--- src/core/aps_params.svh ---
`ifndef APS_PARAMS_SVH
`define APS_PARAMS_SVH

// ----------------------------------------
// clock and timing
// ----------------------------------------
`define APS_CLK_NS        8
`define APS_DEGLITCH_NS   2000
`define APS_DEGLITCH_CYC  ((`APS_DEGLITCH_NS + `APS_CLK_NS - 1) / `APS_CLK_NS)
`define APS_SLPQ_US       200
`define APS_SLPQ_CYC      ((`APS_SLPQ_US * 1000 + `APS_CLK_NS - 1) / `APS_CLK_NS)
`define APS_CFG_MS        3
`define APS_CFG_CYC       ((`APS_CFG_MS * 1000000 + `APS_CLK_NS - 1) / `APS_CLK_NS)
`define APS_WAKE_MS       25
`define APS_WAKE_CYC      ((`APS_WAKE_MS * 1000000 + `APS_CLK_NS - 1) / `APS_CLK_NS)

// ----------------------------------------
// register offsets
// ----------------------------------------
`define APS_CTRL_OFF      8'h00
`define APS_STATUS_OFF    8'h04
`define APS_IRQ_STAT_OFF  8'h08
`define APS_IRQ_CLR_OFF   8'h0c
`define APS_IRQ_EN_OFF    8'h10

// ----------------------------------------
// fields and reset values
// ----------------------------------------
`define APS_CTRL_UV_EN    0
`define APS_CTRL_RST      32'h0000_0001
`define APS_EV_SLEEP      0
`define APS_EV_WAKE       1
`define APS_EV_FAULT      2
`define APS_EV_REFUSE     3
`define APS_EV_W          4

`endif

--- src/core/aps_pkg.sv ---
package aps_pkg;
	// power state machine
	typedef enum logic [2:0] {
		APS_OFF, APS_SB_RAMP, APS_CFG_WAIT, APS_WAKE_WAIT,
		APS_ACTIVE, APS_SLP_QUAL, APS_S3, APS_S5
	} aps_state_t;
endpackage : aps_pkg

--- src/core/aps_deglitch.sv ---
`timescale 1ns/1ps
`include "aps_params.svh"

module aps_deglitch (
	// clock and reset
	input  wire logic core_clk,
	input  wire logic sys_rst,
	// raw pin and filtered level
	input  wire logic pin_n,
	output logic      filt_n
);
	localparam logic [7:0] CYC = 8'(`APS_DEGLITCH_CYC);

	logic       s1_reg;
	logic       s2_reg;
	logic [7:0] cnt_reg;

	// two-stage synchroniser, idle high like the pulled-up pin
	always_ff @(posedge core_clk or posedge sys_rst) begin
		if (sys_rst) begin
			s1_reg <= 1'b1;
			s2_reg <= 1'b1;
		end else begin
			s1_reg <= pin_n;
			s2_reg <= s1_reg;
		end
	end

	// level must differ for the full window before it is taken
	always_ff @(posedge core_clk or posedge sys_rst) begin
		if (sys_rst) begin
			cnt_reg <= 8'h00;
			filt_n  <= 1'b1;
		end else if (s2_reg == filt_n) begin
			cnt_reg <= 8'h00; // any bounce restarts the window
		end else if (cnt_reg == CYC - 8'h01) begin
			cnt_reg <= 8'h00;
			filt_n  <= s2_reg;
		end else begin
			cnt_reg <= cnt_reg + 8'h01;
		end
	end
endmodule : aps_deglitch

--- src/core/aps_power_ctrl.sv ---
// Function
// - 3.3V dual on in active and S3; in soft-off on only if cfg is 0.
// - 5V dual on when active; in sleep on only if its cfg is 1.
// - memory plane on in active and S3, off in soft-off; voltage by select.
// - no direct S3 to soft-off move; illegal request combination holds state.
// - clock supply on only in active states.
// - standby 3.3V runs whenever standby bias is present.
// - standby ramp starts once bias passes power-on threshold.
// - 3ms after standby ramp, latch configuration, then bring up other planes.
// - active-switch gate drive on in active states only.
// - 3.3V dual sleep drive on in sleep states keeping that plane.
// - 5V standby switch on in sleep states keeping that plane.
// - memory external pass element driven in active states.
// - internal memory pass element regulates in sleep states keeping memory.
// - undervoltage watched on each of the five outputs only while that output is powered.
// - sleep requests filtered against glitches under about 2us.
// - configuration latched at sleep entry and frozen during sleep.
// - suspend request fall starts 200us timer; then soft-off or S3.
// - 25ms after main rails good before active-state drives turn on, unless a suspend request moves the wake wait to sleep qualification.
//
// The address map and the AXI4-Lite slave port were left to the implementer.
`timescale 1ns/1ps
`include "aps_params.svh"

module aps_power_ctrl #(
	parameter int unsigned SLPQ_CYC = `APS_SLPQ_CYC,
	parameter int unsigned CFG_CYC  = `APS_CFG_CYC,
	parameter int unsigned WAKE_CYC = `APS_WAKE_CYC
) (
	// clock and reset
	input  wire logic        core_clk,
	input  wire logic        sys_rst,
	// sleep requests from the chipset
	input  wire logic        suspend_ram_req_n,
	input  wire logic        soft_off_req_n,
	// configuration pins
	input  wire logic        aux33_offstate_cfg,
	input  wire logic        dual5_sleep_cfg,
	input  wire logic        mem_voltage_select,
	// supply comparators
	input  wire logic        standby_bias_ok,
	input  wire logic        standby33_ramp_done,
	input  wire logic        main_rails_ok,
	input  wire logic        mem_plane_sense_uv,
	input  wire logic        aux33_plane_sense_uv,
	input  wire logic        dual5_plane_sense_uv,
	input  wire logic        standby33_uv,
	input  wire logic        clk_supply_uv,
	// plane drives
	output logic             standby33_out,
	output logic             active_switch_drive,
	output logic             aux33_sleep_drive,
	output logic             dual5_standby_switch,
	output logic             mem_active_drive,
	output logic             mem_sleep_pass_en,
	output logic             mem_sel_33,
	output logic             clk_supply_out,
	output logic             fault_or_memsel_pin,
	output logic             fault_or_memsel_pin_oe,
	output logic             irq,
	// axi4-lite slave
	input  wire logic [7:0]  s_axi_awaddr,
	input  wire logic        s_axi_awvalid,
	output logic             s_axi_awready,
	input  wire logic [31:0] s_axi_wdata,
	input  wire logic [3:0]  s_axi_wstrb,
	input  wire logic        s_axi_wvalid,
	output logic             s_axi_wready,
	output logic [1:0]       s_axi_bresp,
	output logic             s_axi_bvalid,
	input  wire logic        s_axi_bready,
	input  wire logic [7:0]  s_axi_araddr,
	input  wire logic        s_axi_arvalid,
	output logic             s_axi_arready,
	output logic [31:0]      s_axi_rdata,
	output logic [1:0]       s_axi_rresp,
	output logic             s_axi_rvalid,
	input  wire logic        s_axi_rready
);
	import aps_pkg::*;

	aps_state_t          state_reg;
	aps_state_t          state_next;
	logic [31:0]         tmr_reg;
	logic [10:0]         pin_s1_reg;
	logic [10:0]         pin_s2_reg;
	logic                s3n;
	logic                s5n;
	logic                aux33_cfg_l;
	logic                dual5_cfg_l;
	logic                memsel_l;
	logic                latch_cfg;
	logic                refuse;
	logic                st_act;
	logic                st_sleep;
	logic                fault;
	logic [4:0]          uv_on;
	logic [`APS_EV_W-1:0] ev;
	logic [`APS_EV_W-1:0] irq_stat_reg;
	logic [`APS_EV_W-1:0] irq_en_reg;
	logic [31:0]         ctrl_reg;
	logic [7:0]          aw_addr_reg;
	logic [31:0]         w_data_reg;
	logic [3:0]          w_strb_reg;
	logic                wr_go;

	// ----------------------------------------
	// input conditioning
	// ----------------------------------------

	aps_deglitch u_dg_s3 (
		.core_clk (core_clk),
		.sys_rst  (sys_rst),
		.pin_n    (suspend_ram_req_n),
		.filt_n   (s3n)
	);

	aps_deglitch u_dg_s5 (
		.core_clk (core_clk),
		.sys_rst  (sys_rst),
		.pin_n    (soft_off_req_n),
		.filt_n   (s5n)
	);

	// all other pins are asynchronous levels
	always_ff @(posedge core_clk or posedge sys_rst) begin
		if (sys_rst) begin
			pin_s1_reg <= 11'h000;
			pin_s2_reg <= 11'h000;
		end else begin
			pin_s1_reg <= {aux33_offstate_cfg, dual5_sleep_cfg, mem_voltage_select,
				standby_bias_ok, standby33_ramp_done, main_rails_ok,
				mem_plane_sense_uv, aux33_plane_sense_uv, dual5_plane_sense_uv,
				standby33_uv, clk_supply_uv};
			pin_s2_reg <= pin_s1_reg;
		end
	end

	// ----------------------------------------
	// power state machine
	// ----------------------------------------

	assign st_act   = (state_reg == APS_ACTIVE) || (state_reg == APS_SLP_QUAL);
	assign st_sleep = (state_reg == APS_S3) || (state_reg == APS_S5);

	// next state; from the cfg wait on, the illegal pair (s5n low, s3n high) holds the state while bias is present
	always_comb begin
		state_next = state_reg;
		latch_cfg  = 1'b0;
		refuse     = 1'b0;
		if (!pin_s2_reg[7]) begin
			state_next = APS_OFF; // bias gone, everything drops
		end else begin
			case (state_reg)
				APS_OFF: state_next = APS_SB_RAMP;
				APS_SB_RAMP: if (pin_s2_reg[6]) state_next = APS_CFG_WAIT;
				APS_CFG_WAIT: begin
					if (tmr_reg >= CFG_CYC - 1) begin
						if (!s5n && s3n) begin
							refuse = 1'b1;
						end else begin
							latch_cfg = 1'b1;
							if (s3n) state_next = APS_WAKE_WAIT;
							else if (s5n) state_next = APS_S3;
							else state_next = APS_S5;
						end
					end
				end
				APS_WAKE_WAIT: begin
					if (!s3n) state_next = APS_SLP_QUAL;
					else if (!s5n) refuse = 1'b1;
					else if (pin_s2_reg[5] && tmr_reg >= WAKE_CYC - 1)
						state_next = APS_ACTIVE;
				end
				APS_ACTIVE: begin
					if (!s3n) state_next = APS_SLP_QUAL;
					else if (!s5n) refuse = 1'b1;
				end
				APS_SLP_QUAL: begin
					if (s3n && s5n) state_next = APS_ACTIVE;
					else if (s3n) refuse = 1'b1;
					else if (tmr_reg >= SLPQ_CYC - 1) begin
						latch_cfg  = 1'b1;
						state_next = s5n ? APS_S3 : APS_S5;
					end
				end
				APS_S3: begin
					if (s3n && s5n) state_next = APS_WAKE_WAIT;
					else if (!s5n) refuse = 1'b1;
				end
				APS_S5: begin
					if (s3n && s5n) state_next = APS_WAKE_WAIT;
					else if (s3n || s5n) refuse = 1'b1; // both low is the held request
				end
				default: state_next = APS_OFF;
			endcase
		end
	end

	always_ff @(posedge core_clk or posedge sys_rst) begin
		if (sys_rst) state_reg <= APS_OFF;
		else state_reg <= state_next;
	end

	// one shared timer; the wake wait restarts while main rails are low
	always_ff @(posedge core_clk or posedge sys_rst) begin
		if (sys_rst) begin
			tmr_reg <= 32'h0000_0000;
		end else if (state_next != state_reg ||
			(state_reg == APS_WAKE_WAIT && !pin_s2_reg[5])) begin
			tmr_reg <= 32'h0000_0000;
		end else if (tmr_reg != 32'hffff_ffff) begin
			tmr_reg <= tmr_reg + 32'h0000_0001;
		end
	end

	// config only sampled at latch points, so sleep-time changes are ignored
	always_ff @(posedge core_clk or posedge sys_rst) begin
		if (sys_rst) begin
			aux33_cfg_l <= 1'b0;
			dual5_cfg_l <= 1'b0;
			memsel_l    <= 1'b0;
		end else if (latch_cfg) begin
			aux33_cfg_l <= pin_s2_reg[10];
			dual5_cfg_l <= pin_s2_reg[9];
			memsel_l    <= pin_s2_reg[8];
		end
	end

	// ----------------------------------------
	// plane drives
	// ----------------------------------------

	always_ff @(posedge core_clk or posedge sys_rst) begin
		if (sys_rst) begin
			standby33_out        <= 1'b0;
			active_switch_drive  <= 1'b0;
			aux33_sleep_drive    <= 1'b0;
			dual5_standby_switch <= 1'b0;
			mem_active_drive     <= 1'b0;
			mem_sleep_pass_en    <= 1'b0;
			mem_sel_33           <= 1'b0;
			clk_supply_out       <= 1'b0;
		end else begin
			standby33_out        <= (state_reg != APS_OFF);
			active_switch_drive  <= st_act;
			aux33_sleep_drive    <= (state_reg == APS_S3) ||
				(state_reg == APS_S5 && !aux33_cfg_l);
			dual5_standby_switch <= st_sleep && dual5_cfg_l;
			mem_active_drive     <= st_act;
			mem_sleep_pass_en    <= (state_reg == APS_S3);
			mem_sel_33           <= memsel_l;
			clk_supply_out       <= st_act;
		end
	end

	// ----------------------------------------
	// undervoltage monitor
	// ----------------------------------------

	// a plane that is off is low by design, so only powered ones count
	assign uv_on = {mem_active_drive | mem_sleep_pass_en,
		active_switch_drive | aux33_sleep_drive,
		active_switch_drive | dual5_standby_switch,
		standby33_out, clk_supply_out};
	assign fault = ctrl_reg[`APS_CTRL_UV_EN] && |(pin_s2_reg[4:0] & uv_on);

	always_ff @(posedge core_clk or posedge sys_rst) begin
		if (sys_rst) begin
			fault_or_memsel_pin    <= 1'b0;
			fault_or_memsel_pin_oe <= 1'b0;
		end else begin
			fault_or_memsel_pin    <= fault;
			fault_or_memsel_pin_oe <= fault;
		end
	end

	// ----------------------------------------
	// interrupts
	// ----------------------------------------

	assign ev[`APS_EV_SLEEP]  = (state_next == APS_S3 || state_next == APS_S5) && !st_sleep;
	assign ev[`APS_EV_WAKE]   = (state_next == APS_ACTIVE) && !st_act;
	assign ev[`APS_EV_FAULT]  = fault && !fault_or_memsel_pin_oe;
	assign ev[`APS_EV_REFUSE] = refuse;

	// a new event beats a clear in the same cycle
	always_ff @(posedge core_clk or posedge sys_rst) begin
		if (sys_rst) begin
			irq_stat_reg <= '0;
			irq <= 1'b0;
		end else begin
			if (wr_go && aw_addr_reg == `APS_IRQ_CLR_OFF && w_strb_reg[0])
				irq_stat_reg <= (irq_stat_reg & ~w_data_reg[`APS_EV_W-1:0]) | ev;
			else
				irq_stat_reg <= irq_stat_reg | ev;
			irq <= |(irq_stat_reg & irq_en_reg);
		end
	end

	// ----------------------------------------
	// axi4-lite slave
	// ----------------------------------------

	assign wr_go = !s_axi_awready && !s_axi_wready && !s_axi_bvalid;

	// address and data taken in either order; answer once both are held
	always_ff @(posedge core_clk or posedge sys_rst) begin
		if (sys_rst) begin
			s_axi_awready <= 1'b1;
			s_axi_wready  <= 1'b1;
			s_axi_bvalid  <= 1'b0;
			s_axi_bresp   <= 2'h0;
			aw_addr_reg   <= 8'h00;
			w_data_reg    <= 32'h0000_0000;
			w_strb_reg    <= 4'h0;
		end else begin
			if (s_axi_awvalid && s_axi_awready) begin
				s_axi_awready <= 1'b0;
				aw_addr_reg   <= s_axi_awaddr;
			end
			if (s_axi_wvalid && s_axi_wready) begin
				s_axi_wready <= 1'b0;
				w_data_reg   <= s_axi_wdata;
				w_strb_reg   <= s_axi_wstrb;
			end
			if (wr_go) begin
				s_axi_bvalid <= 1'b1;
				if (aw_addr_reg == `APS_CTRL_OFF || aw_addr_reg == `APS_IRQ_CLR_OFF ||
					aw_addr_reg == `APS_IRQ_EN_OFF)
					s_axi_bresp <= 2'h0;
				else
					s_axi_bresp <= 2'h2; // unmapped or read-only
			end
			if (s_axi_bvalid && s_axi_bready) begin
				s_axi_bvalid  <= 1'b0;
				s_axi_awready <= 1'b1;
				s_axi_wready  <= 1'b1;
			end
		end
	end

	// writable registers, byte lane 0 only since fields are narrow
	always_ff @(posedge core_clk or posedge sys_rst) begin
		if (sys_rst) begin
			ctrl_reg   <= `APS_CTRL_RST;
			irq_en_reg <= '0;
		end else if (wr_go && w_strb_reg[0]) begin
			if (aw_addr_reg == `APS_CTRL_OFF)
				ctrl_reg <= {31'h0, w_data_reg[`APS_CTRL_UV_EN]};
			else if (aw_addr_reg == `APS_IRQ_EN_OFF)
				irq_en_reg <= w_data_reg[`APS_EV_W-1:0];
		end
	end

	// read channel, one cycle to answer
	always_ff @(posedge core_clk or posedge sys_rst) begin
		if (sys_rst) begin
			s_axi_arready <= 1'b1;
			s_axi_rvalid  <= 1'b0;
			s_axi_rdata   <= 32'h0000_0000;
			s_axi_rresp   <= 2'h0;
		end else if (s_axi_arvalid && s_axi_arready) begin
			s_axi_arready <= 1'b0;
			s_axi_rvalid  <= 1'b1;
			s_axi_rresp   <= 2'h0;
			if (s_axi_araddr == `APS_CTRL_OFF)
				s_axi_rdata <= ctrl_reg;
			else if (s_axi_araddr == `APS_STATUS_OFF)
				s_axi_rdata <= {22'h0, fault_or_memsel_pin_oe, memsel_l, dual5_cfg_l,
					aux33_cfg_l, s5n, s3n, 1'b0, state_reg};
			else if (s_axi_araddr == `APS_IRQ_STAT_OFF)
				s_axi_rdata <= {28'h0, irq_stat_reg};
			else if (s_axi_araddr == `APS_IRQ_EN_OFF)
				s_axi_rdata <= {28'h0, irq_en_reg};
			else begin
				s_axi_rdata <= 32'h0000_0000;
				s_axi_rresp <= 2'h2;
			end
		end else if (s_axi_rvalid && s_axi_rready) begin
			s_axi_rvalid  <= 1'b0;
			s_axi_arready <= 1'b1;
		end
	end
endmodule : aps_power_ctrl

--- config.mk ---
export PLATFORM = sky130hd
export DESIGN_NAME = aps_power_ctrl
export DESIGN_NICKNAME = d
export VERILOG_FILES = /design/src/core/aps_pkg.sv /design/src/core/aps_deglitch.sv /design/src/core/aps_power_ctrl.sv
export VERILOG_INCLUDE_DIRS = /design/src /design/src/core
export SDC_FILE = /design/constraint.sdc
export NUM_CORES = 1
export LEC_CHECK = 0
export BUFFER_PORTS_ARGS = -buffer_cell sky130_fd_sc_hd__buf_2
export CELL_PAD_IN_SITES_DETAIL_PLACEMENT = 1
export CELL_PAD_IN_SITES_GLOBAL_PLACEMENT = 1
export CORE_MARGIN = 2
export CORE_UTILIZATION = 47
export CTS_CLUSTER_DIAMETER = 50
export CTS_CLUSTER_SIZE = 25
export DETAILED_ROUTE_END_ITERATION = 6
export PLACE_DENSITY = 0.95
export RECOVER_POWER = 100
export SLEW_MARGIN = 20
export SYNTH_ARGS = -nofsm -noshare
export SYNTH_HDL_FRONTEND = slang
export SYNTH_SLANG_ARGS = --single-unit
--- constraint.sdc ---
create_clock -name core_clk -period 11 [get_ports core_clk]
set_input_delay 1.1 -clock core_clk [delete_from_list [all_inputs] [get_ports core_clk]]
set_output_delay 1.1 -clock core_clk [all_outputs]
set_load 0.05 [all_outputs]
# Word level (Yosys, flattened, before mapping)
# Index checks and enable logic that the tools add are counted.
# classes
n_addsub	3
magnitude_cmp	3
eq_ne	21
mux	59
n_bitwise	12
reduce_logical	54
# op_table
cell	count
32-bit two-way mux	2
3-bit two-way mux	13
32-bit by 1-bit adder with 32-bit output (second input constant)	1
32-bit by 15-bit greater-or-equal comparator with 1-bit output (second input constant)	1
32-bit by 19-bit greater-or-equal comparator with 1-bit output (second input constant)	1
32-bit by 22-bit greater-or-equal comparator with 1-bit output (second input constant)	1
8-bit two-way mux	4
32-bit != test (second input constant)	1
1-bit two-way mux	27
3-bit equality test (second input constant)	7
3-bit case mux with 7 select lines	1
1-bit logical AND	20
10-bit two-way mux	2
8-bit by 1-bit adder with 8-bit output (second input constant)	2
8-bit by 4-bit equality test with 1-bit output (second input constant)	2
8-bit by 5-bit equality test with 1-bit output (second input constant)	2
8-bit equality test (second input constant)	2
8-bit logical NOT	2
4-bit two-way mux	3
2-bit two-way mux	5
2-bit nonzero test	5
1-bit logical NOT	9
4-bit bitwise AND	2
8-bit by 3-bit equality test with 1-bit output (second input constant)	1
other kinds (19)	36
# word_totals
register_bits	153
in_bits	72
wordCells	189

# Logic depth before layout (Yosys ltp)
# Gate-level depths: netlist of the first run.
# logic_depth
depth_word	12
ltp_mapped	10
depth_no_buf	8

# Hierarchy
# Synthesis of the first run repeated with hierarchy kept, for this count alone.
# unflattened
hier_cells	599
hier_area_um2	6530.0
# by_module_without_submodules
module	n_inst	cells_per_inst	area_per_inst_um2	seq_area_each_um2
aps_power_ctrl	1	507	5524.0	2682.6
aps_deglitch	2	46	503.0	279.0

# Worst setup path before layout of the first run
# OpenSTA, ideal clock, no wires.
# synth_timing
kind	reg2reg
startpoint	register u_dg_s5.filt_n
endpoint	register tmr_reg[0]
setup_ps	80
arrival_time_ps	2463
required_ps	10920
setup_slack_ps	8456
path_stages_with_launch	11
period_less_slack_ps	2544
path_cell_list	dfstp_2 -> clkbuf_1 -> inv_1 -> ha_1 -> nor4b_1 -> nand2b_1 -> o21ai_2 -> a211oi_1 -> a221o_2 -> buf_6 -> nor3_2
# synth_via
elab_chain_len	9
# synth_rtl
element	line	rtl
start: declaration	aps_deglitch.sv:10	output logic filt_n
start signal: assignment	aps_deglitch.sv:38	filt_n <= s2_reg;
1-bit two-way mux or 1-bit logical NOT (tied branches)	n/a	
3-bit two-way mux, or another cell as far along	aps_power_ctrl.sv:182	else if (tmr_reg >= SLPQ_CYC - 1) begin
3-bit two-way mux (on tied branches)	aps_power_ctrl.sv:181, aps_power_ctrl.sv:159	
3-bit two-way mux (on tied branches)	aps_power_ctrl.sv:180, aps_power_ctrl.sv:158	
3-bit case mux with 7 select lines (*)	aps_power_ctrl.sv:154	case (state_reg)
3-bit two-way mux (*)	aps_power_ctrl.sv:151	if (!pin_s2_reg[7]) begin
3-bit != test (*)	aps_power_ctrl.sv:209	end else if (state_next != state_reg ||
1-bit logical OR (*)	aps_power_ctrl.sv:209	
32-bit two-way mux or 2-bit nonzero test (tied branches)	n/a	
end signal: assignment	aps_power_ctrl.sv:213	tmr_reg <= tmr_reg + 32'h0000_0001;
end: declaration	aps_power_ctrl.sv:84	logic [31:0] tmr_reg;
# Every way passes the cells marked *; elsewhere a longest branch is shown, timed or not.
# A chain may end at the register's enable or synchronous reset.

==> run_results.csv, run 1 <==
group,metric,value,unit
die,die-area,14400,um2
critical_path,arrival,5.40,ns
clock_network,clk_path_buf_depth,2,
logic_synthesis,yosysSeqAreaShare,51.1,%
logic_synthesis,yosysMostFrequentCell,"dfrtp_1",
critical_path,crit_family,"buffers and inverters",
grt,grt-ovfl-total,0,
clock_network,htree_levels,4,
clock_network,cts_hold_buf,0,
die,num_rows,42,
grt,grt_pass1_vias,5366,
critical_path,slowest_delay,2.55,ns
timing,worst_slew_pin_slew,3.49,ns
finish,layout.nets,727,
power_and_ir_drop,clock_power_share,40.3,%
grt,grt.total_usage,26.2,%
die,die_y,120,um
logic_synthesis,netlist_top_cells_count,"dfrtp_1 (119), nand2_1 (61), nor2_1 (42)",
timing,post-route-min-period,5.67,ns
logic_synthesis,synth_compound_area_share,8.27,%
critical_path,path_cells,"buf_2 -> clkinvlp_2 -> clkbuf_1",
critical_path,criticalPathCategory,"input port to asynchronous set/reset pin",
finish,n_antenna_cell,0,
run_status,failed_checks,"max-capacitance violations, max-slew violations",
timing,max_freq,176,MHz
run_status,status,"finished, violations left",
clock_network,numCtsBuffers,17,
timing,rsz0062_at_grt,"false",
die,io_pins,124,
critical_path,crit_buf_inv,3,
power_and_ir_drop,internal_power,0.883,mW
critical_path,path_max_fanout,67,
run,drv_cap,2,
logic_synthesis,synth.top_cell.area_share,47.0,%
finish,largest_reg_flops,32,
clock_network,clkLatencyLatePin,0.43,ns
power_and_ir_drop,swShare,29.7,%
timing,hold-worst-slack,0.346,ns
logic_synthesis,synth_area,6340,um2
logic_synthesis,syn_inst,584,
logic_synthesis,synth.area.top_cells,"dfrtp_1 (47%), nor3_2 (4.7%), dfstp_2 (4.1%)",
power_and_ir_drop,power.density,180,nW/um2
finish,layout-drive-gt1-share,14.9,%
power_and_ir_drop,peakVddDrop,0.114,mV
critical_path,cp_slowest_cell,"clkbuf_1",
die,core,13200,um2
drt,vias,4870,
placed_design,dp_hpwl,10900,um
logic_synthesis,synth_top_family_by_area,"simple AND/OR/NAND/NOR gates",
die,die_x,120,um
clock_network,cts_tree,"yes",
drt,wl_per_cell,21.7,um
logic_synthesis,ys_ff_latch,129,
grt,grt_max_degree,68,
critical_path,setup.worst_path.start_class,"input port",
timing,final_max_slew_viol_count,132,
placed_design,portBuffers,68,
logic_synthesis,synth_edf_count,0,
timing,hold_viol,0,
power_and_ir_drop,p_leak,2.98,nW
timing,finalSetupViolations,0,
drt,drc,0,
finish,syn2layout_area_growth,10.2,%
critical_path,worst_ep_required_time,10.73,ns
timing,setup-tns-final,0,ns
drt,ant_nets,0,
logic_synthesis,synthSimpleGateAreaFrac,21.8,%
timing,skew,0.0144,ns
grt,grt_first_pass_wirelength,29000,um
logic_synthesis,syn_area_per_cell,10.9,um2
drt,drt_iter0_drc,276,
clock_network,clk_pin_slew,0.05,ns
timing,slew_headroom,-133,%
power_and_ir_drop,seq_power_share,45.8,%
die,initial_core_util,48.1,%
finish,n_fill_cell,1487,
critical_path,worstSetupEndpointType,"asynchronous set/reset pin",
hold_path,hold_path_class,"flop to flop",
timing,period_share,51.5,%
drt,viasPerCell,5.83,
power_and_ir_drop,p_total,1.26,mW
clock_network,cts.sinks,129,
grt,antenna_found_initial,0,
logic_synthesis,synthAdderAreaFrac,1.93,%
drt,dr.pass1.iters,5,
power_and_ir_drop,pwr-share-comb,13.9,%
clock_network,cts_resized,0,
logic_synthesis,synth_largest_area_cell,"dfrtp_1",
logic_synthesis,muxShareOfSynthArea,4.74,%
logic_synthesis,synth_cell_type_count,64,
power_and_ir_drop,power.switching,0.374,mW
clock_network,root_buffer,"clkbuf_16",
logic_synthesis,synth_xor_area_share,5.94,%
logic_synthesis,yosysWarnings,0,
clock_network,cts_setup_buffers,0,
placed_design,gp_congestion,0.844,
logic_synthesis,synth_ff_type,"dfrtp_1",
drt,routed_wl,18100,um
logic_synthesis,ys_async_sr_fraction,100,%
kinds of logic after synthesis:
| family | Yosys count |
|---|---|
| multiplexers | 26 |
| buffers and inverters | 65 |
| other | 1 |
| AO/OA/AOI/OAI | 72 |
| AND/OR/NAND/NOR | 238 |
| adder cells (fa/ha/maj) | 10 |
| XOR/XNOR | 43 |
| flip-flops | 129 |
stage by stage:
stage	worst slack, ns	cell area, um2	utilization [%]	std cells
global placement	7.99	6670	50.6	803
CTS	7.57	7190	54.5	835
floorplan	6.48	6430	-	607
detailed placement	7.82	6670	50.6	803
global route	4.40	6990	53.0	835
finish	5.33	6990	53.0	835
placed cells by master (no fill, tap or decap), types with 4 or more instances in the layout:
cell type / count
clkinv_2: 5
a22o_1: 6
nand3_1: 18
a22oi_1: 7
nand2b_1: 4
inv_1: 14
xnor2_1: 26
nor4_1: 11
conb_1: 24
and3_1: 6
nor2b_1: 7
ha_1: 9
nor3_1: 45
buf_2: 34
dfrtp_1: 119
a21oi_1: 8
nor3b_1: 5
nor2_1: 42
nand4_1: 9
dfstp_2: 8
clkbuf_1: 41
nand3b_1: 4
nand2_1: 61
xor2_1: 17
o21ai_0: 27
mux2_2: 19
clkbuf_16: 17
area by class of cell:
class	instances	area, um2	share of cell area (%)
clock buffers	26	489	7.00
repair buffers	70	309	4.42
clock inverters	6	32.5	0.465
flip-flops and latches	129	3240	46.4
well taps	176	220	3.15
multi-input cells	413	2640	37.8
inverters	15	57.6	0.823
power groups by stage:
stage | Sequential (mW) | Clock [mW] | Combinational, mW
2_1_floorplan | 0.595 | 0 | 0.116
3_3_place_gp | 0.571 | 0 | 0.165
3_5_place_dp | 0.579 | 0 | 0.178
4_1_cts | 0.574 | 0.515 | 0.184
5_1_grt | 0.581 | 0.534 | 0.186
6_report | 0.576 | 0.507 | 0.174
metal layers:
metal  up-vias  GRT usage [%]  wire, um  share of wire [%]
met4         0           14.7       806                4.5
met5         -              0         0                  0
met2       202           45.9      9590                 53
met3        73           5.23       823                4.6
met1      2471           29.6      6870                 38
li1       2124              -         -                  -
final timing paths:
kind                                startpoint              to  slack (ns)  cells past startpoint
worst max-delay path                   sys_rst   pin_s2_reg[4]        5.33                      3
worst min-delay path             pin_s1_reg[3]   pin_s2_reg[3]        0.35                      0
worst max register to register  u_dg_s5.filt_n      tmr_reg[2]        7.04                      8
worst min register to register   pin_s1_reg[3]   pin_s2_reg[3]        0.35                      0
max in group core_clk           u_dg_s5.filt_n      tmr_reg[2]        7.04                      8
min in group asynchronous              sys_rst  aw_addr_reg[5]        1.45                      2
No activity file was read; power rests on OpenSTA's default activity.
==> run 2: changes to the inputs <==
--- a/config.mk
+++ b/config.mk
@@ -10,11 +10,11 @@
 export CELL_PAD_IN_SITES_DETAIL_PLACEMENT = 1
 export CELL_PAD_IN_SITES_GLOBAL_PLACEMENT = 1
 export CORE_MARGIN = 2
-export CORE_UTILIZATION = 47
+export CORE_UTILIZATION = 43
 export CTS_CLUSTER_DIAMETER = 50
 export CTS_CLUSTER_SIZE = 25
 export DETAILED_ROUTE_END_ITERATION = 6
-export PLACE_DENSITY = 0.95
+export PLACE_DENSITY = 0.91
 export RECOVER_POWER = 100
 export SLEW_MARGIN = 20
 export SYNTH_ARGS = -nofsm -noshare
==> constraint.sdc (replaced) <==
create_clock -name core_clk -period 5.3 [get_ports core_clk]
set_input_delay 0.53 -clock core_clk [delete_from_list [all_inputs] [get_ports core_clk]]
set_output_delay 0.53 -clock core_clk [all_outputs]
set_load 0.05 [all_outputs]
==> run_results.csv, run 2 (synthesized netlist as in run 1, its figures left out) <==
group,metric,value,unit
critical_path,criticalPathCategory,"flop to flop",
die,initial_core_util,43.8,%
grt,grt_first_pass_wirelength,27400,um
drt,dr.pass1.iters,4,
clock_network,cts_resized,0,
power_and_ir_drop,peakVddDrop,0.226,mV
power_and_ir_drop,seq_power_share,43.3,%
die,die_y,125,um
drt,routed_wl,16500,um
critical_path,cp_slowest_cell,"a221o_1",
grt,antenna_found_initial,0,
timing,finalSetupViolations,0,
timing,rsz0062_at_grt,"false",
hold_path,hold_path_class,"input port to flop",
critical_path,arrival,4.02,ns
finish,final_common_cell,"dfrtp_1",
placed_design,dpl_worst_slack,2.06,ns
clock_network,clk_path_buf_depth,2,
critical_path,crit_buf_inv,0,
timing,max_freq,270,MHz
critical_path,cp-startpoint,"tmr_reg[0]",
timing,final_max_slew_viol_count,74,
grt,grt.total_usage,21.9,%
clock_network,numCtsBuffers,17,
clock_network,cts_setup_buffers,0,
timing,post-route-min-period,3.70,ns
drt,drt_iter0_drc,275,
finish,final_cell_mix,"dfrtp_1 (119), nand2_1 (61), nor3_1 (44)",
clock_network,root_buffer,"clkbuf_16",
drt,drc,0,
clock_network,cts_tree,"yes",
power_and_ir_drop,clock_power_share,44.0,%
critical_path,crit_family,"compound AO/OA/AOI/OAI gates",
timing,slew_headroom,-115,%
finish,layout.nets,727,
critical_path,path_cells,"ha_1 -> a2111oi_0 -> a211o_1 -> a21oi_1 -> o41ai_1 -> nand2_1 -> a221o_1 -> nor4_1",
placed_design,dp_hpwl,10800,um
placed_design,gp_congestion,0.862,
timing,period_share,69.9,%
critical_path,path_max_fanout,32,
die,die_x,125,um
finish,layout-drive-gt1-share,16.1,%
timing,setup_ws,1.60,ns
finish,largest_reg_flops,32,
clock_network,clk_pin_slew,0.06,ns
power_and_ir_drop,p_total,2.74,mW
critical_path,r2r-start,"tmr_reg[0]",
die,core,14500,um2
power_and_ir_drop,power.switching,0.762,mW
placed_design,place_inst,811,
critical_path,slowest_delay,0.79,ns
run_status,failed_checks,"max-capacitance violations, max-slew violations",
power_and_ir_drop,swShare,27.8,%
finish,n_antenna_cell,0,
clock_network,htree_levels,4,
power_and_ir_drop,pwr-share-comb,12.7,%
timing,skew,0.00689,ns
drt,viasPerCell,5.55,
drt,vias,4680,
drt,ant_nets,0,
clock_network,cts_hold_buf,0,
grt,grt-ovfl-total,0,
clock_network,clkLatencyLatePin,0.43,ns
hold_path,min_from,"main_rails_ok",
finish,syn2layout_area_growth,11.6,%
critical_path,setup.worst_path.start_class,"flop",
run_status,status,"finished, violations left",
die,io_pins,124,
critical_path,worst_ep_required_time,5.62,ns
timing,worst_slew_pin_slew,3.21,ns
power_and_ir_drop,p_leak,3.02,nW
grt,grt_pass1_vias,5199,
placed_design,portBuffers,68,
run,drv_cap,1,
grt,grt_max_degree,74,
critical_path,worstSetupEndpointType,"flop",
timing,hold_viol,0,
timing,setup-tns-final,0,ns
power_and_ir_drop,internal_power,1.97,mW
die,die-area,15700,um2
die,num_rows,44,
drt,wl_per_cell,19.5,um
clock_network,cts.sinks,129,
finish,finalNonFillerCells,843,
power_and_ir_drop,power.density,387,nW/um2
==> run 2: worst paths after layout <==
kind / end / slack, ns / depth (start not counted)
worst max-delay path: tmr_reg[2] / 1.60 / 8
worst min-delay path: pin_s1_reg[5] / 0.20 / 1
worst max register to register: tmr_reg[2] / 1.60 / 8
worst min register to register: pin_s2_reg[7] / 0.35 / 0
max in group asynchronous: pin_s2_reg[7] / 1.82 / 3
min in group asynchronous: u_dg_s5.cnt_reg[2] / 1.04 / 2
==> run 2: area by class of cell <==
type | instances | area [um2]
clock buffers | 22 | 474
clock inverters | 10 | 134
well taps | 184 | 230
fillers | 1614 | 7400
inverters | 15 | 57.6
flip-flops and latches | 129 | 3240
repair buffers | 70 | 314
multi-input cells | 413 | 2630
==> run 2: metrics by stage <==
stage               instance area (um2)  hold slack [ns]  util (%)
floorplan                          6430            0.331         -
global placement                   6680            0.334      46.1
detailed placement                 6680            0.336      46.1
CTS                                7290            0.196      50.3
global route                       7080            0.191      48.9
finish                             7080            0.203      48.9
==> run 2: power by group through the flow <==
stage | combinational (mW) | sequential, mW | clock [mW]
6_report | 0.349 | 1.19 | 1.20
3_5_place_dp | 0.366 | 1.20 | 0
3_3_place_gp | 0.344 | 1.18 | 0
5_1_grt | 0.379 | 1.20 | 1.26
4_1_cts | 0.371 | 1.19 | 1.21
2_1_floorplan | 0.241 | 1.24 | 0
==> run 2: layer usage <==
| layer | track usage (%) | wire length [um] | vias to the layer above |
|---|---|---|---|
| met5 | 0 | 0 | - |
| met3 | 4.71 | 698 | 40 |
| li1 | - | - | 2125 |
| met1 | 26.1 | 6600 | 2364 |
| met4 | 9.48 | 468 | 0 |
| met2 | 38.2 | 8710 | 151 |
